## src/dac_front_pkg.sv

```systemverilog
// Constants, types and register map of the converter digital front end
package dac_front_pkg;

   // ****************************************************************
   // Widths
   // ****************************************************************
   localparam int DATA_W = 8;
   localparam int TOP_W = 3;
   localparam int LOW_W = 5;
   localparam int THERM_W = 7;
   localparam int UNITS_W = 9;
   localparam int ADDR_W = 4;
   localparam int BUS_W = 32;

   // ****************************************************************
   // Timing and weights
   // ****************************************************************
   localparam real CLK_MHZ = 125.0;
   localparam int CONV_DIV = 2;          // System clocks per conversion
   localparam int FULL_UNITS = 255;      // Full scale in low-bit units
   localparam int RETRACE_PERMIL = 104;  // 10.4 percent of full scale
   localparam logic [UNITS_W-1:0] RETRACE_UNITS =
      UNITS_W'(FULL_UNITS * RETRACE_PERMIL / 1000);
   localparam int FIFO_DEPTH = 4;

   // ****************************************************************
   // Register map
   // ****************************************************************
   localparam logic [ADDR_W-1:0] REG_CTRL = 4'h0;
   localparam logic [ADDR_W-1:0] REG_STATUS = 4'h4;
   localparam logic [ADDR_W-1:0] REG_CODE = 4'h8;
   localparam int CTRL_CONV_EN = 0;
   localparam int CTRL_RETRACE_EN = 1;
   localparam logic [1:0] CTRL_RESET = 2'h3;
   localparam int STAT_UNDERRUN = 0;
   localparam int STAT_SELECT = 1;
   localparam int STAT_LEVEL_LSB = 4;

   // ****************************************************************
   // Carriers
   // ****************************************************************
   typedef struct packed {
      logic retrace;
      logic [DATA_W-1:0] data;
   } sample_s;

   typedef struct packed {
      logic valid;
      logic strap_on;
      logic retrace_force;
      logic word_select;
      logic [DATA_W-1:0] secondary;
      logic [DATA_W-1:0] primary;
   } pins_s;

endpackage : dac_front_pkg

```

## src/dac_front_end.sv

```systemverilog
// Sample FIFO and the converter front end: select, retrace, latches
`timescale 1ns/10ps

// ********************************************************************
// Sample FIFO
// ********************************************************************
module sample_fifo #(
   parameter int WIDTH = 9,
   parameter int DEPTH = 4
) (
   input wire logic i_clk,
   input wire logic i_reset,
   input wire logic i_in_valid,
   output logic o_in_ready,
   input wire logic [WIDTH-1:0] i_in_data,
   output logic o_out_valid,
   input wire logic i_out_ready,
   output logic [WIDTH-1:0] o_out_data,
   output logic [$clog2(DEPTH+1)-1:0] o_level
);
   localparam int PTR_W = (DEPTH > 1) ? $clog2(DEPTH) : 1;
   localparam int CNT_W = $clog2(DEPTH+1);
   localparam logic [PTR_W-1:0] LAST = PTR_W'(DEPTH - 1);
   localparam logic [CNT_W-1:0] FULL = CNT_W'(DEPTH);

   logic [WIDTH-1:0] mem [DEPTH];
   logic [PTR_W-1:0] wr_ptr;
   logic [PTR_W-1:0] rd_ptr;
   logic [CNT_W-1:0] count;
   logic [CNT_W-1:0] next_count;
   logic push;
   logic pop;

   // Handshakes on both sides
   assign push = i_in_valid && o_in_ready;
   assign pop = o_out_valid && i_out_ready;
   assign o_out_valid = (count != '0);
   assign o_out_data = mem[rd_ptr];
   assign o_level = count;

   // Occupancy
   always_comb begin
      next_count = count;
      if (push && !pop) begin
         next_count = count + CNT_W'(1);
      end else if (pop && !push) begin
         next_count = count - CNT_W'(1);
      end
   end

   // Count and registered ready; ready drops only when really full
   always_ff @(posedge i_clk or posedge i_reset) begin
      if (i_reset) begin
         count <= '0;
         o_in_ready <= 1'b1;
      end else begin
         count <= next_count;
         o_in_ready <= (next_count != FULL);
      end
   end

   // Write side
   always_ff @(posedge i_clk or posedge i_reset) begin
      if (i_reset) begin
         wr_ptr <= '0;
      end else if (push) begin
         wr_ptr <= (wr_ptr == LAST) ? '0 : wr_ptr + PTR_W'(1);
      end
   end

   // Storage has no reset; only written cells are ever read
   always_ff @(posedge i_clk) begin
      if (push) begin
         mem[wr_ptr] <= i_in_data;
      end
   end

   // Read side
   always_ff @(posedge i_clk or posedge i_reset) begin
      if (i_reset) begin
         rd_ptr <= '0;
      end else if (pop) begin
         rd_ptr <= (rd_ptr == LAST) ? '0 : rd_ptr + PTR_W'(1);
      end
   end
endmodule : sample_fifo

// ********************************************************************
// Front end top
// ********************************************************************
module dac_front_end #(
   parameter int CONV_DIV_P = dac_front_pkg::CONV_DIV,
   parameter int FIFO_DEPTH_P = dac_front_pkg::FIFO_DEPTH
) (
   input wire logic i_clk,
   input wire logic i_reset,
   input wire logic [dac_front_pkg::DATA_W-1:0] i_primary_word,
   input wire logic [dac_front_pkg::DATA_W-1:0] i_secondary_word,
   input wire logic i_word_select,
   input wire logic i_retrace_force,
   input wire logic i_sample_valid,
   input wire logic i_retrace_current_on,
   output logic o_sample_ready,
   input wire logic [dac_front_pkg::ADDR_W-1:0] i_addr,
   input wire logic [dac_front_pkg::BUS_W-1:0] i_wdata,
   input wire logic i_wr,
   input wire logic i_rd,
   output logic [dac_front_pkg::BUS_W-1:0] o_rdata,
   output logic [dac_front_pkg::THERM_W-1:0] o_therm,
   output logic [dac_front_pkg::LOW_W-1:0] o_low_bits,
   output logic o_retrace_bit,
   output logic [dac_front_pkg::UNITS_W-1:0] o_true_units
);
   import dac_front_pkg::*;

   localparam int DIV_W = (CONV_DIV_P > 1) ? $clog2(CONV_DIV_P) : 1;
   localparam logic [DIV_W-1:0] DIV_LAST = DIV_W'(CONV_DIV_P - 1);
   localparam int LVL_W = $clog2(FIFO_DEPTH_P + 1);

   pins_s pins_raw;
   pins_s pins_meta;
   pins_s pins_s2;
   logic retrace_held;
   logic force_eff;
   sample_s mux_out;
   sample_s fifo_out;
   logic fifo_valid;
   logic fifo_ready;
   logic fifo_in_ready;
   logic [LVL_W-1:0] fifo_level;
   logic [DIV_W-1:0] div_cnt;
   logic conv_tick;
   logic slave_tick;
   sample_s master;
   logic [THERM_W-1:0] next_therm;
   logic [1:0] ctrl;
   logic underrun;
   logic retrace_on;

   // ****************************************************************
   // Pin synchronisers
   // ****************************************************************
   assign pins_raw = '{valid: i_sample_valid,
                       strap_on: i_retrace_current_on,
                       retrace_force: i_retrace_force,
                       word_select: i_word_select,
                       secondary: i_secondary_word,
                       primary: i_primary_word};

   // Two flops for every pin; the first stage is read by nothing else
   always_ff @(posedge i_clk or posedge i_reset) begin
      if (i_reset) begin
         pins_meta <= '0;
         pins_s2 <= '0;
      end else begin
         pins_meta <= pins_raw;
         pins_s2 <= pins_meta;
      end
   end

   // ****************************************************************
   // Word select and retrace logic
   // ****************************************************************
   // Capture retrace only while primary selected; frozen otherwise
   always_ff @(posedge i_clk or posedge i_reset) begin
      if (i_reset) begin
         retrace_held <= 1'b0;
      end else if (pins_s2.word_select) begin
         retrace_held <= pins_s2.retrace_force;
      end
   end

   // A stuck high with select low never clears; source must avoid it
   assign force_eff = pins_s2.word_select ? pins_s2.retrace_force
                                          : retrace_held;

   // Mux and force; both paths run at the full sample rate
   always_comb begin
      mux_out.retrace = 1'b0;
      mux_out.data = pins_s2.word_select ? pins_s2.primary
                                         : pins_s2.secondary;
      if (force_eff) begin
         mux_out.retrace = 1'b1;
         mux_out.data = '1;
      end
   end

   // ****************************************************************
   // Sample buffer
   // ****************************************************************
   // Interleaved words queue here in arrival order
   sample_fifo #(
      .WIDTH($bits(sample_s)),
      .DEPTH(FIFO_DEPTH_P)
   ) u_fifo (
      .i_clk(i_clk),
      .i_reset(i_reset),
      .i_in_valid(pins_s2.valid),
      .o_in_ready(fifo_in_ready),
      .i_in_data(mux_out),
      .o_out_valid(fifo_valid),
      .i_out_ready(fifo_ready),
      .o_out_data(fifo_out),
      .o_level(fifo_level)
   );

   // Ready port registered so the output is a plain flop
   always_ff @(posedge i_clk or posedge i_reset) begin
      if (i_reset) begin
         o_sample_ready <= 1'b0;
      end else begin
         o_sample_ready <= fifo_in_ready;
      end
   end

   // ****************************************************************
   // Conversion rate divider
   // ****************************************************************
   // One-cycle tick stands in for the converter clock falling edge
   always_ff @(posedge i_clk or posedge i_reset) begin
      if (i_reset) begin
         div_cnt <= '0;
         conv_tick <= 1'b0;
      end else if (!ctrl[CTRL_CONV_EN]) begin
         div_cnt <= '0;
         conv_tick <= 1'b0;
      end else begin
         div_cnt <= (div_cnt == DIV_LAST) ? '0 : div_cnt + DIV_W'(1);
         conv_tick <= (div_cnt == DIV_LAST);
      end
   end

   assign fifo_ready = conv_tick; // Drain stalls between ticks

   // ****************************************************************
   // Master latch and encoder
   // ****************************************************************
   // Master latch holds last word when the buffer runs dry
   always_ff @(posedge i_clk or posedge i_reset) begin
      if (i_reset) begin
         master <= '0;
         slave_tick <= 1'b0;
      end else begin
         slave_tick <= conv_tick;
         if (conv_tick && fifo_valid) begin
            master <= fifo_out;
         end
      end
   end

   // Upper value n lights the n lowest lines
   always_comb begin
      for (int i = 0; i < THERM_W; i++) begin
         next_therm[i] = (32'(master.data[DATA_W-1 -: TOP_W]) > i);
      end
   end

   assign retrace_on = pins_s2.strap_on && ctrl[CTRL_RETRACE_EN];

   // ****************************************************************
   // Slave latch and switch weights
   // ****************************************************************
   // Slave updates one cycle after master so all lines move together
   always_ff @(posedge i_clk or posedge i_reset) begin
      if (i_reset) begin
         o_therm <= '0;
         o_low_bits <= '0;
         o_retrace_bit <= 1'b0;
      end else if (slave_tick) begin
         o_therm <= next_therm;
         o_low_bits <= master.data[LOW_W-1:0];
         o_retrace_bit <= master.retrace && retrace_on;
      end
   end

   // Units steered to the true output; more units means more negative
   always_ff @(posedge i_clk or posedge i_reset) begin
      if (i_reset) begin
         o_true_units <= '0;
      end else if (slave_tick) begin
         o_true_units <= UNITS_W'(master.data)
            + ((master.retrace && retrace_on) ? RETRACE_UNITS
                                              : '0);
      end
   end

   // ****************************************************************
   // Register bus
   // ****************************************************************
   // Control register
   always_ff @(posedge i_clk or posedge i_reset) begin
      if (i_reset) begin
         ctrl <= CTRL_RESET;
      end else if (i_wr && i_addr == REG_CTRL) begin
         ctrl <= i_wdata[1:0];
      end
   end

   // Underrun sticky; a new underrun beats a same-cycle clear
   always_ff @(posedge i_clk or posedge i_reset) begin
      if (i_reset) begin
         underrun <= 1'b0;
      end else if (conv_tick && !fifo_valid) begin
         underrun <= 1'b1;
      end else if (i_wr && i_addr == REG_STATUS
                   && i_wdata[STAT_UNDERRUN]) begin
         underrun <= 1'b0;
      end
   end

   // Read data valid only in the cycle after the strobe
   always_ff @(posedge i_clk or posedge i_reset) begin
      if (i_reset) begin
         o_rdata <= '0;
      end else begin
         o_rdata <= '0;
         if (i_rd) begin
            unique case (i_addr)
               REG_CTRL: o_rdata <= BUS_W'(ctrl);
               REG_STATUS: o_rdata <= BUS_W'({fifo_level, 2'b00,
                  pins_s2.word_select, underrun});
               REG_CODE: o_rdata <= BUS_W'({o_retrace_bit, o_therm,
                  o_low_bits});
               default: o_rdata <= '0;
            endcase
         end
      end
   end
endmodule : dac_front_end

```

## config.mk

```make
export PLATFORM = sky130hd
export DESIGN_NAME = dac_front_end
export DESIGN_NICKNAME = d
export VERILOG_FILES = /design/src/dac_front_pkg.sv /design/src/dac_front_end.sv
export SDC_FILE = /design/constraint.sdc
export NUM_CORES = 1
export LEC_CHECK = 0
export BUFFER_PORTS_ARGS = -buffer_cell sky130_fd_sc_hd__buf_2
export CORE_UTILIZATION = 54
export CTS_CLUSTER_SIZE = 28
export DETAILED_ROUTE_END_ITERATION = 8
export GPL_TIMING_DRIVEN = 0
export HOLD_SLACK_MARGIN = 0.1
export PLACE_DENSITY = 0.91
export RECOVER_POWER = 100
export SLEW_MARGIN = 25
export SYNTH_ARGS = -nofsm -noshare
export SYNTH_HDL_FRONTEND = slang
export SYNTH_HIERARCHICAL = 1
export SYNTH_SLANG_ARGS = --single-unit
```

## constraint.sdc

```tcl
create_clock -name i_clk -period 3.9 [get_ports i_clk]
set_input_delay 0.78 -clock i_clk [delete_from_list [all_inputs] [get_ports i_clk]]
set_output_delay 0.78 -clock i_clk [all_outputs]
set_load 0.01 [all_outputs]
```

==> flow_summary.ini, run 1 <==
[setup_path]
cp-startpoint = pins_s2[16]
reg2reg_depth = 3
crit_chain = clkbuf_1 > mux2i_1 > nand2_1
start_kind = flip-flop
rrSetupSlack_ns = 1.73
worstSetupEndpoint = u_fifo/mem[0][0]
slowest_stage = mux2i_1
r2r-end = u_fifo/mem[0][0]
worstSetupEndpointType = flip-flop
max_stage_delay_ns = 0.68
crit_type = flip-flop to flip-flop
cp_max_fo = 10
r2r-start = pins_s2[16]
worstPathArrival_ns = 2.37
required_ns = 4.10

[logic_synthesis]
synth_top_area_share_pct = 45.79
syn-cell-area_mm2 = 0.005246
synth.largest_area_cell = dfrtp_1
ys_seq_elements = 135
async_flop_share_pct = 73.33
yosys-top-cells-area = dfrtp_1 (46%), edfxtp_1 (21%), mux2_2 (4.9%)
synth.yosys.warnings = 6
seq_area_frac_synth_pct = 67.90
synthCells = 346
synth.distinct_cells = 40
synth_edf_count = 36
postSynthAreaPerCell_um2 = 15.16
synth_ff_type = dfrtp_1

[job]
drv_cap = 1

[worst_hold_path]
hp-class = primary input to asynchronous set/reset pin

[timing]
finalWorstPathRequiredPeriod_ns = 2.169
hold_viol = 0
maxSlewHeadroom_pct = -14.10
clock.fmax_mhz = 461.0
worst_pin_slew_ns = 1.702
slew_violations = 40
rsz0062_at_grt = no
setup_tns_ns = 0
skew_ns = 0.008833
holdWs_ns = 0.2126
final.period_utilization_pct = 55.62
finalSetupViolCount = 0

[final_layout]
final_util_pct = 67.50
drive_gt1_share_pct = 25.97
diodes = 0
synthToLayoutAreaGrowth_pct = 20.01
nNetsFinal = 521

[place]
io_buffer_count = 65
hpwl_um = 6049
place_congestion = 0.8376

[route]
dr.pass1.iters = 4
routedWlPerCell_um = 15.58
via_count = 2994
drc = 0
ant_nets = 0
routed_via_density = 5.066
routed_wl_um = 9207
drt_iter0_markers = 68

[pwr]
ir_worst_vdd_mv = 0.4834
p_leak_uw = 0.002783
power_density_mw_per_mm2 = 719.3

[clock_network]
cts_buffers = 17
clk_pin_slew_ns = 0.06
cts_max_level = 4
post_cts_resized = 0
cts.sinks = 135
cts-root-buf = clkbuf_8
clock_path_buffers = 2
worstSkewPairLatency_ns = 0.52
holdBufCountCts = 0
cts_tree = yes
cts_setup_buffers = 0

[global_routing]
met3_usage_pct = 6.380
antenna_found_initial = 0
grt_pass1_vias = 3024
met2_usage_pct = 35.14
gr-max-usage-layer = met2
grt_pass1_wl_um = 14890
grtUsageMet1_pct = 23.48
grt_usage_pct = 20.14
overflow = 0
grt_max_degree = 53

[floorplanning]
initial_core_util_pct = 56.24
die_y_um = 100.6
coreArea_mm2 = 0.009328
num_rows = 35
die_w_um = 100.6
die-area_mm2 = 0.01011
io-pin-count = 115

[run_status]
status = finished with violations
failed_checks = max-capacitance violations, max-slew violations
[cells in the mapped netlist, drive strengths merged (3+ instances only)]
cell,n
a211o,4
and3,7
nor2b,7
mux2,23
a21oi,12
ha,12
a22oi,3
mux2i,11
a21o,4
edfxtp,36
nand2,15
o211ai,3
o21ai,6
inv,12
mux4,9
nor2,11
dfrtp,96
nand3,5
a31oi,4
xnor2,3
buf,31
nand4,5
and2,9
dfstp,3
[worst max-delay path, delay by kind of cell (launching register included)]
kind,cells,cell delay [ns]
mux,1,0.68
buf+inv,1,0.59
simple gates,1,0.25
flops,1,0.33
[registers in the layout, summed over array words and instances, names as in the netlist]
| signal | cells |
|---|---|
| u_fifo/wr_ptr | 2 |
| u_fifo/mem | 36 |
| pins_meta | 20 |
| retrace_held | 1 |
| o_low_bits | 5 |
| o_sample_ready | 1 |
| o_rdata | 13 |
| o_therm | 7 |
| o_true_units | 8 |
| slave_tick | 1 |
| pins_s2 | 20 |
| conv_tick | 1 |
| u_fifo/o_level | 3 |
| master | 9 |
| div_cnt | 1 |
| u_fifo/rd_ptr | 2 |
| o_retrace_bit | 1 |
| u_fifo/o_in_ready | 1 |
| underrun | 1 |
| ctrl | 2 |
[logic make-up after synthesis]
logic type	Yosys count	share of synthesized area, %
multiplexers	43	10.90
adder cells (fa/ha/maj)	12	2.862
other	1	0.07148
buffers and inverters	43	5.700
AO/OA/AOI/OAI	39	4.865
XOR/XNOR	3	0.5009
AND/OR/NAND/NOR	70	7.202
flip-flops	135	67.90
[how the worst min path moves through the flow]
stage                  startpoint          endpoint  slack (ns)
floorplan            pins_meta[0]        pins_s2[0]        0.33
global placement     pins_meta[8]        pins_s2[8]        0.33
detailed placement  pins_meta[12]       pins_s2[12]        0.33
CTS                       i_reset  u_fifo/wr_ptr[0]        0.22
global route              i_reset  u_fifo/wr_ptr[0]        0.22
finish                    i_reset  u_fifo/wr_ptr[0]        0.21
[area by class of cell]
class | count | area, um2
timing repair buffer | 66 | 306.5
clock buffer | 20 | 446.7
multi-input combinational | 186 | 1453
tap | 129 | 161.4
inverter | 12 | 46.29
fill | 675 | 3032
clock inverter | 12 | 111.4
sequential | 135 | 3562
buffer | 31 | 209.0
[through the flow]
stage	power (uW)	cells	worst slack, ns	cell area, um2
after floorplan	2737	364	0.7597	5314
after global placement	3008	558	-0.004379	5801
after detailed placement	3102	559	1.975	5831
after CTS	4615	591	1.897	6389
after global routing	4754	591	1.561	6296
final	4529	591	1.731	6296
[per-layer routing]
metal / up-vias / wire (um)
met4: 0 / 146
met5: - / 0
li1: 1402 / -
met3: 15 / 419
met1: 1480 / 3773
met2: 97 / 4868
[cell usage in the layout (no fill, tap or decap), types with 3 or more instances in the layout]
master / n
nand3_1: 5
ha_1: 12
a21o_1: 4
a22oi_1: 3
nand4_1: 5
nor2_1: 11
and2_0: 7
mux2_2: 22
edfxtp_1: 36
conb_1: 19
inv_6: 4
clkbuf_1: 45
nand2_1: 15
buf_4: 21
inv_4: 3
o21ai_0: 6
xnor2_1: 3
clkbuf_16: 17
a211o_1: 3
dfstp_1: 3
dfrtp_1: 96
nor2b_1: 7
a21oi_1: 12
buf_2: 30
mux4_2: 9
and3_1: 7
inv_1: 11
a31oi_1: 4
mux2i_1: 11
[where the power goes]
part / total (uW) / switching (uW) / internal (uW)
logic: 1050 / 567 / 484
clock network: 1480 / 592 / 891
registers: 1990 / 215 / 1780
total: 4530 / 1370 / 3150
Note: power is estimated with default switching activity, not from simulation.
==> run 2: changes to the inputs <==
--- a/config.mk
+++ b/config.mk
@@ -6,12 +6,12 @@
 export NUM_CORES = 1
 export LEC_CHECK = 0
 export BUFFER_PORTS_ARGS = -buffer_cell sky130_fd_sc_hd__buf_2
-export CORE_UTILIZATION = 54
+export CORE_UTILIZATION = 49
 export CTS_CLUSTER_SIZE = 28
 export DETAILED_ROUTE_END_ITERATION = 8
 export GPL_TIMING_DRIVEN = 0
 export HOLD_SLACK_MARGIN = 0.1
-export PLACE_DENSITY = 0.91
+export PLACE_DENSITY = 0.88
 export RECOVER_POWER = 100
 export SLEW_MARGIN = 25
 export SYNTH_ARGS = -nofsm -noshare
==> constraint.sdc (replaced) <==
create_clock -name i_clk -period 1.8 [get_ports i_clk]
set_input_delay 0.36 -clock i_clk [delete_from_list [all_inputs] [get_ports i_clk]]
set_output_delay 0.36 -clock i_clk [all_outputs]
set_load 0.01 [all_outputs]
==> flow_summary.ini, run 2 (same netlist as run 1, synthesis figures left out) <==
[timing]
final.period_utilization_pct = 97.43
finalWorstPathRequiredPeriod_ns = 1.754
skew_ns = 0.009402
rsz0062_at_grt = yes
holdWs_ns = 0.1183
maxSlewHeadroom_pct = 57.24
worst_pin_slew_ns = 0.6236
finalSetupViolCount = 0
postLayoutSetupSlackWorst_ns = 0.04628
hold_viol = 0
clock.fmax_mhz = 570.2
slew_violations = 0

[pwr]
p_leak_uw = 0.002924
power_density_mw_per_mm2 = 1536
ir_worst_vdd_mv = 0.9622

[global_routing]
overflow = 0
grt_pass1_wl_um = 15610
grt_max_degree = 38
gr-max-usage-layer = met2
antenna_found_initial = 0
grtUsageMet1_pct = 20.26
grt_pass1_vias = 3286
grt_usage_pct = 18.82
met2_usage_pct = 34.49
met3_usage_pct = 5.009

[clock_network]
cts.sinks = 135
cts_tree = yes
cts_buffers = 17
worstSkewPairLatency_ns = 0.51
clock_path_buffers = 2
cts_max_level = 4
cts-root-buf = clkbuf_8
clk_pin_slew_ns = 0.06

[worst_hold_path]
hp-class = primary input to flip-flop

[final_layout]
layout_commonest_cell = dfrtp_1
top_register = u_fifo/mem
fillCellCount = 759
nNetsFinal = 544
reg_top3 = u_fifo/mem: 36 flops, pins_meta: 20 flops, pins_s2: 20 flops
drive_gt1_share_pct = 29.48
largest_reg_flops = 36
layout_common_cells = dfrtp_1 (96), buf_2 (36), edfxtp_1 (36)
diodes = 0
final_util_pct = 64.17
synthToLayoutAreaGrowth_pct = 26.83

[floorplanning]
die-area_mm2 = 0.01113
die_w_um = 105.5
die_y_um = 105.5
io-pin-count = 115
num_rows = 37
initial_core_util_pct = 50.59
coreArea_mm2 = 0.01037

[setup_path]
cp_max_fo = 5
worstPathArrival_ns = 2.18
start_kind = flip-flop
required_ns = 2.23
crit_type = flip-flop to flip-flop
worstSetupEndpointType = flip-flop
rrSetupSlack_ns = 0.05

[place]
pre_cts_slack_ns = -0.06353
io_buffer_count = 65
hpwl_um = 6245
place_congestion = 0.7934

[route]
routedWlPerCell_um = 15.88
via_count = 3129
drt_iter0_markers = 102
ant_nets = 0
routed_wl_um = 9861
routed_via_density = 5.039
drc = 0
dr.pass1.iters = 5

[job]
drv_cap = 0

[run_status]
status = completed
[run 2: cell types whose count changed in the layout (fill, tap and decap cells not counted), moves of 3 or more]
cell and delta:
clkinvlp_4 +3, buf_6 +5, ha_1 -3, ha_4 +3
clkbuf_1 -13, dlygate4sd3_1 +22, buf_2 +6
[run 2: per-stage QoR]
stage          power, uW  cell area [um2]  setup TNS, ns  cells
2_1_floorplan       5931             5318              0    364
3_3_place_gp        6524             5813         -8.860    565
3_5_place_dp        6715             5853       -0.06353    567
4_1_cts            10260             6691              0    621
5_1_grt            10720             6654       -0.06290    621
6_report           10220             6654              0    621
[run 2: path summary, 6_finish.rpt]
kind,start,end,depth (start not counted)
max,ctrl[1],o_true_units[7],5
min,i_wdata[0],ctrl[0],2
max reg2reg,ctrl[1],o_true_units[7],5
min reg2reg,pins_meta[5],pins_s2[5],0
max in group asynchronous,i_reset,o_true_units[1],4
min in group asynchronous,i_reset,u_fifo/wr_ptr[1],3
[run 2: critical path, cell delays in order (launching register included)]
cell and delay [ns]:
dfstp_2 0.54, and3_4 0.23, ha_1 0.31, o211ai_2 0.13, or3_1 0.34, a31oi_1 0.13
[run 2: report_power, final]
group	switching (uW)	leakage [uW]	internal (uW)	total, uW
Combinational	1270	0.00112	1170	2450
Clock	1320	0.000293	2090	3410
Sequential	501	0.00152	3860	4360
Total	3100	0.00292	7120	10200
[run 2: cell type report]
cell class	count	area, um2	area share (%)
buffer	31	246.5	3.704
clock buffer	18	439.2	6.600
clock inverter	14	158.9	2.388
inverter	12	48.80	0.7334
multi-input combinational	186	1509	22.68
sequential	135	3562	53.54
tap	136	170.2	2.557
timing repair buffer	89	519.2	7.804
[run 2: what timing repair did]
action | CTS | global route
pin swaps | 0 | 2
setup buffers | 0 | 0
hold endpoints to repair | 56 | 0
resized for setup | 4 | 6
hold buffers | 22 | 0
setup endpoints to repair | 1 | 11
[run 2: layer usage]
layer | wire (um) | up-vias | part of all wire [%]
met5 | 0 | - | 0
met1 | 3761 | 1561 | 38
met3 | 528 | 11 | 5.4
met2 | 5433 | 111 | 55
met4 | 137 | 0 | 1.4
li1 | - | 1446 | -
==> run 3: changes to the inputs <==
--- a/config.mk
+++ b/config.mk
@@ -6,12 +6,12 @@
 export NUM_CORES = 1
 export LEC_CHECK = 0
 export BUFFER_PORTS_ARGS = -buffer_cell sky130_fd_sc_hd__buf_2
-export CORE_UTILIZATION = 49
+export CORE_UTILIZATION = 45
 export CTS_CLUSTER_SIZE = 28
 export DETAILED_ROUTE_END_ITERATION = 8
 export GPL_TIMING_DRIVEN = 0
 export HOLD_SLACK_MARGIN = 0.1
-export PLACE_DENSITY = 0.88
+export PLACE_DENSITY = 0.83
 export RECOVER_POWER = 100
 export SLEW_MARGIN = 25
 export SYNTH_ARGS = -nofsm -noshare
==> flow_summary.ini, run 3 (same netlist as run 1, synthesis figures left out) <==
[setup_path]
start_kind = flip-flop
crit_type = flip-flop to flip-flop
required_ns = 2.13
max_stage_delay_ns = 0.54
crit_chain = and3_4 > ha_4 > ha_4 > a211oi_2 > or3_1 > a31oi_1
crit_top_cell = ha_4
worstSetupEndpointType = flip-flop
crit_family = simple AND/OR/NAND/NOR gates
slowest_stage = dfstp_2
worstPathArrival_ns = 2.05
crit_buf_inv = 0
cp_max_fo = 4

[timing]
setup_tns_ns = 0
maxSlewHeadroom_pct = 44.96
worst_pin_slew_ns = 0.8256
hold_viol = 0
final.period_utilization_pct = 95.46
skew_ns = 0.01165
finalSetupViolCount = 0
slew_violations = 0
postLayoutSetupSlackWorst_ns = 0.08175
rsz0062_at_grt = no
clock.fmax_mhz = 582.0
finalWorstPathRequiredPeriod_ns = 1.718

[global_routing]
grtUsageMet1_pct = 19.63
grt_usage_pct = 17.27
grt_max_degree = 38
met2_usage_pct = 29.96
met3_usage_pct = 5.056
grt_pass1_vias = 3105
overflow = 0
grt_pass1_wl_um = 15060
gr-max-usage-layer = met2
antenna_found_initial = 0

[floorplanning]
num_rows = 39
die_w_um = 110.0
io-pin-count = 115
coreArea_mm2 = 0.01137
die-area_mm2 = 0.01209
die_y_um = 110.0
initial_core_util_pct = 46.14

[clock_network]
clk_pin_slew_ns = 0.06
worstSkewPairLatency_ns = 0.42
cts.sinks = 135
clock_path_buffers = 2
cts_buffers = 17
cts_max_level = 4
cts-root-buf = clkbuf_16
cts_tree = yes

[final_layout]
reg_top3 = u_fifo/mem: 36 flops, pins_meta: 20 flops, pins_s2: 20 flops
layout_commonest_cell = dfrtp_1
synthToLayoutAreaGrowth_pct = 27.52
layout_common_cells = dfrtp_1 (96), clkbuf_1 (42), edfxtp_1 (36)
final_util_pct = 58.84
largest_reg_flops = 36
drive_gt1_share_pct = 28.25
nNetsFinal = 544
top_register = u_fifo/mem
diodes = 0

[route]
via_count = 3140
routed_wl_um = 9444
dr.pass1.iters = 4
drt_iter0_markers = 126
drc = 0
routedWlPerCell_um = 15.04
ant_nets = 0
routed_via_density = 5.000

[pwr]
internal_power_uw = 7268
p_switching_uw = 3053
p_leak_uw = 0.002917
switching_share_pct = 29.58
clock_power_share_pct = 34.5
pwr-share-seq_pct = 42.2
ir_worst_vdd_mv = 0.7535
power_density_mw_per_mm2 = 1543
combPwrFrac_pct = 23.3

[run_status]
status = completed

[worst_hold_path]
hp-class = primary input to flip-flop

[place]
place_congestion = 0.7700
hpwl_um = 6159
pre_cts_slack_ns = -0.07922
io_buffer_count = 65

[job]
drv_cap = 0
[run 3: cell types whose count changed in the layout (fill, tap and decap cells not counted), moves of 3 or more]
cell       before  now
and2_0          5    2
clkbuf_16      17   21
clkbuf_1       32   42
inv_6           5    2
buf_6           6    3
buf_2          36   31
and2_1          4    7
clkinv_4        0    4
[run 3: layer usage]
| layer | routed length (um) | up-vias |
|---|---|---|
| li1 | - | 1458 |
| met1 | 3619 | 1536 |
| met2 | 5054 | 128 |
| met3 | 612 | 18 |
| met4 | 158 | 0 |
| met5 | 0 | - |
[run 3: power groups by stage]
stage	Clock (uW)	Combinational, uW	Sequential (uW)
6_report	3560	2410	4360
5_1_grt	3750	2660	4440
4_1_cts	3600	2460	4330
3_5_place_dp	0	2380	4370
3_3_place_gp	0	2240	4310
2_1_floorplan	0	1610	4330
[run 3: worst paths after layout]
kind / from / end / slack (ns) / cells after the start
min in group asynchronous: i_reset / pins_meta[19] / 0.38 / 3
worst min register to register: pins_meta[1] / pins_s2[1] / 0.34 / 0
max in group asynchronous: i_reset / ctrl[1] / 0.33 / 5
worst max register to register: ctrl[1] / o_true_units[7] / 0.08 / 6
worst max-delay path: ctrl[1] / o_true_units[7] / 0.08 / 6
worst min-delay path: i_wdata[1] / ctrl[1] / 0.20 / 2
[run 3: through the flow]
stage | hold WS, ns | instances | power, uW | cell area (um2)
2_1_floorplan | 0.1749 | 364 | 5931 | 5318
3_3_place_gp | 0.3318 | 572 | 6551 | 5822
3_5_place_dp | 0.2848 | 575 | 6751 | 5889
4_1_cts | 0.1927 | 628 | 10400 | 6744
5_1_grt | 0.2072 | 628 | 10860 | 6690
6_report | 0.2040 | 628 | 10320 | 6690
[run 3: timing repair]
item                                    in CTS  in global routing
hold endpoints to repair                    93                  0
pin swaps                                    0                  1
setup buffers                                0                  0
hold buffers                                21                  0
gates resized for setup                      4                 11
endpoints found under the setup margin       3                 38
[run 3: area by class of cell]
type,instances,area (um2)
plain buffers,31,224.0
clock buffers,23,533.0
clock inverters,9,101.3
fillers,870,4679
inverters,12,46.29
multi-input cells,186,1516
flip-flops and latches,135,3562
well taps,143,178.9
repair buffers,89,528.0
[run 3: worst reg2reg max path, cell delays in order (launching register included)]
cell      delay [ns]
dfstp_2         0.54
and3_4          0.23
ha_4            0.16
ha_4            0.15
a211oi_2        0.07
or3_1           0.34
a31oi_1         0.16
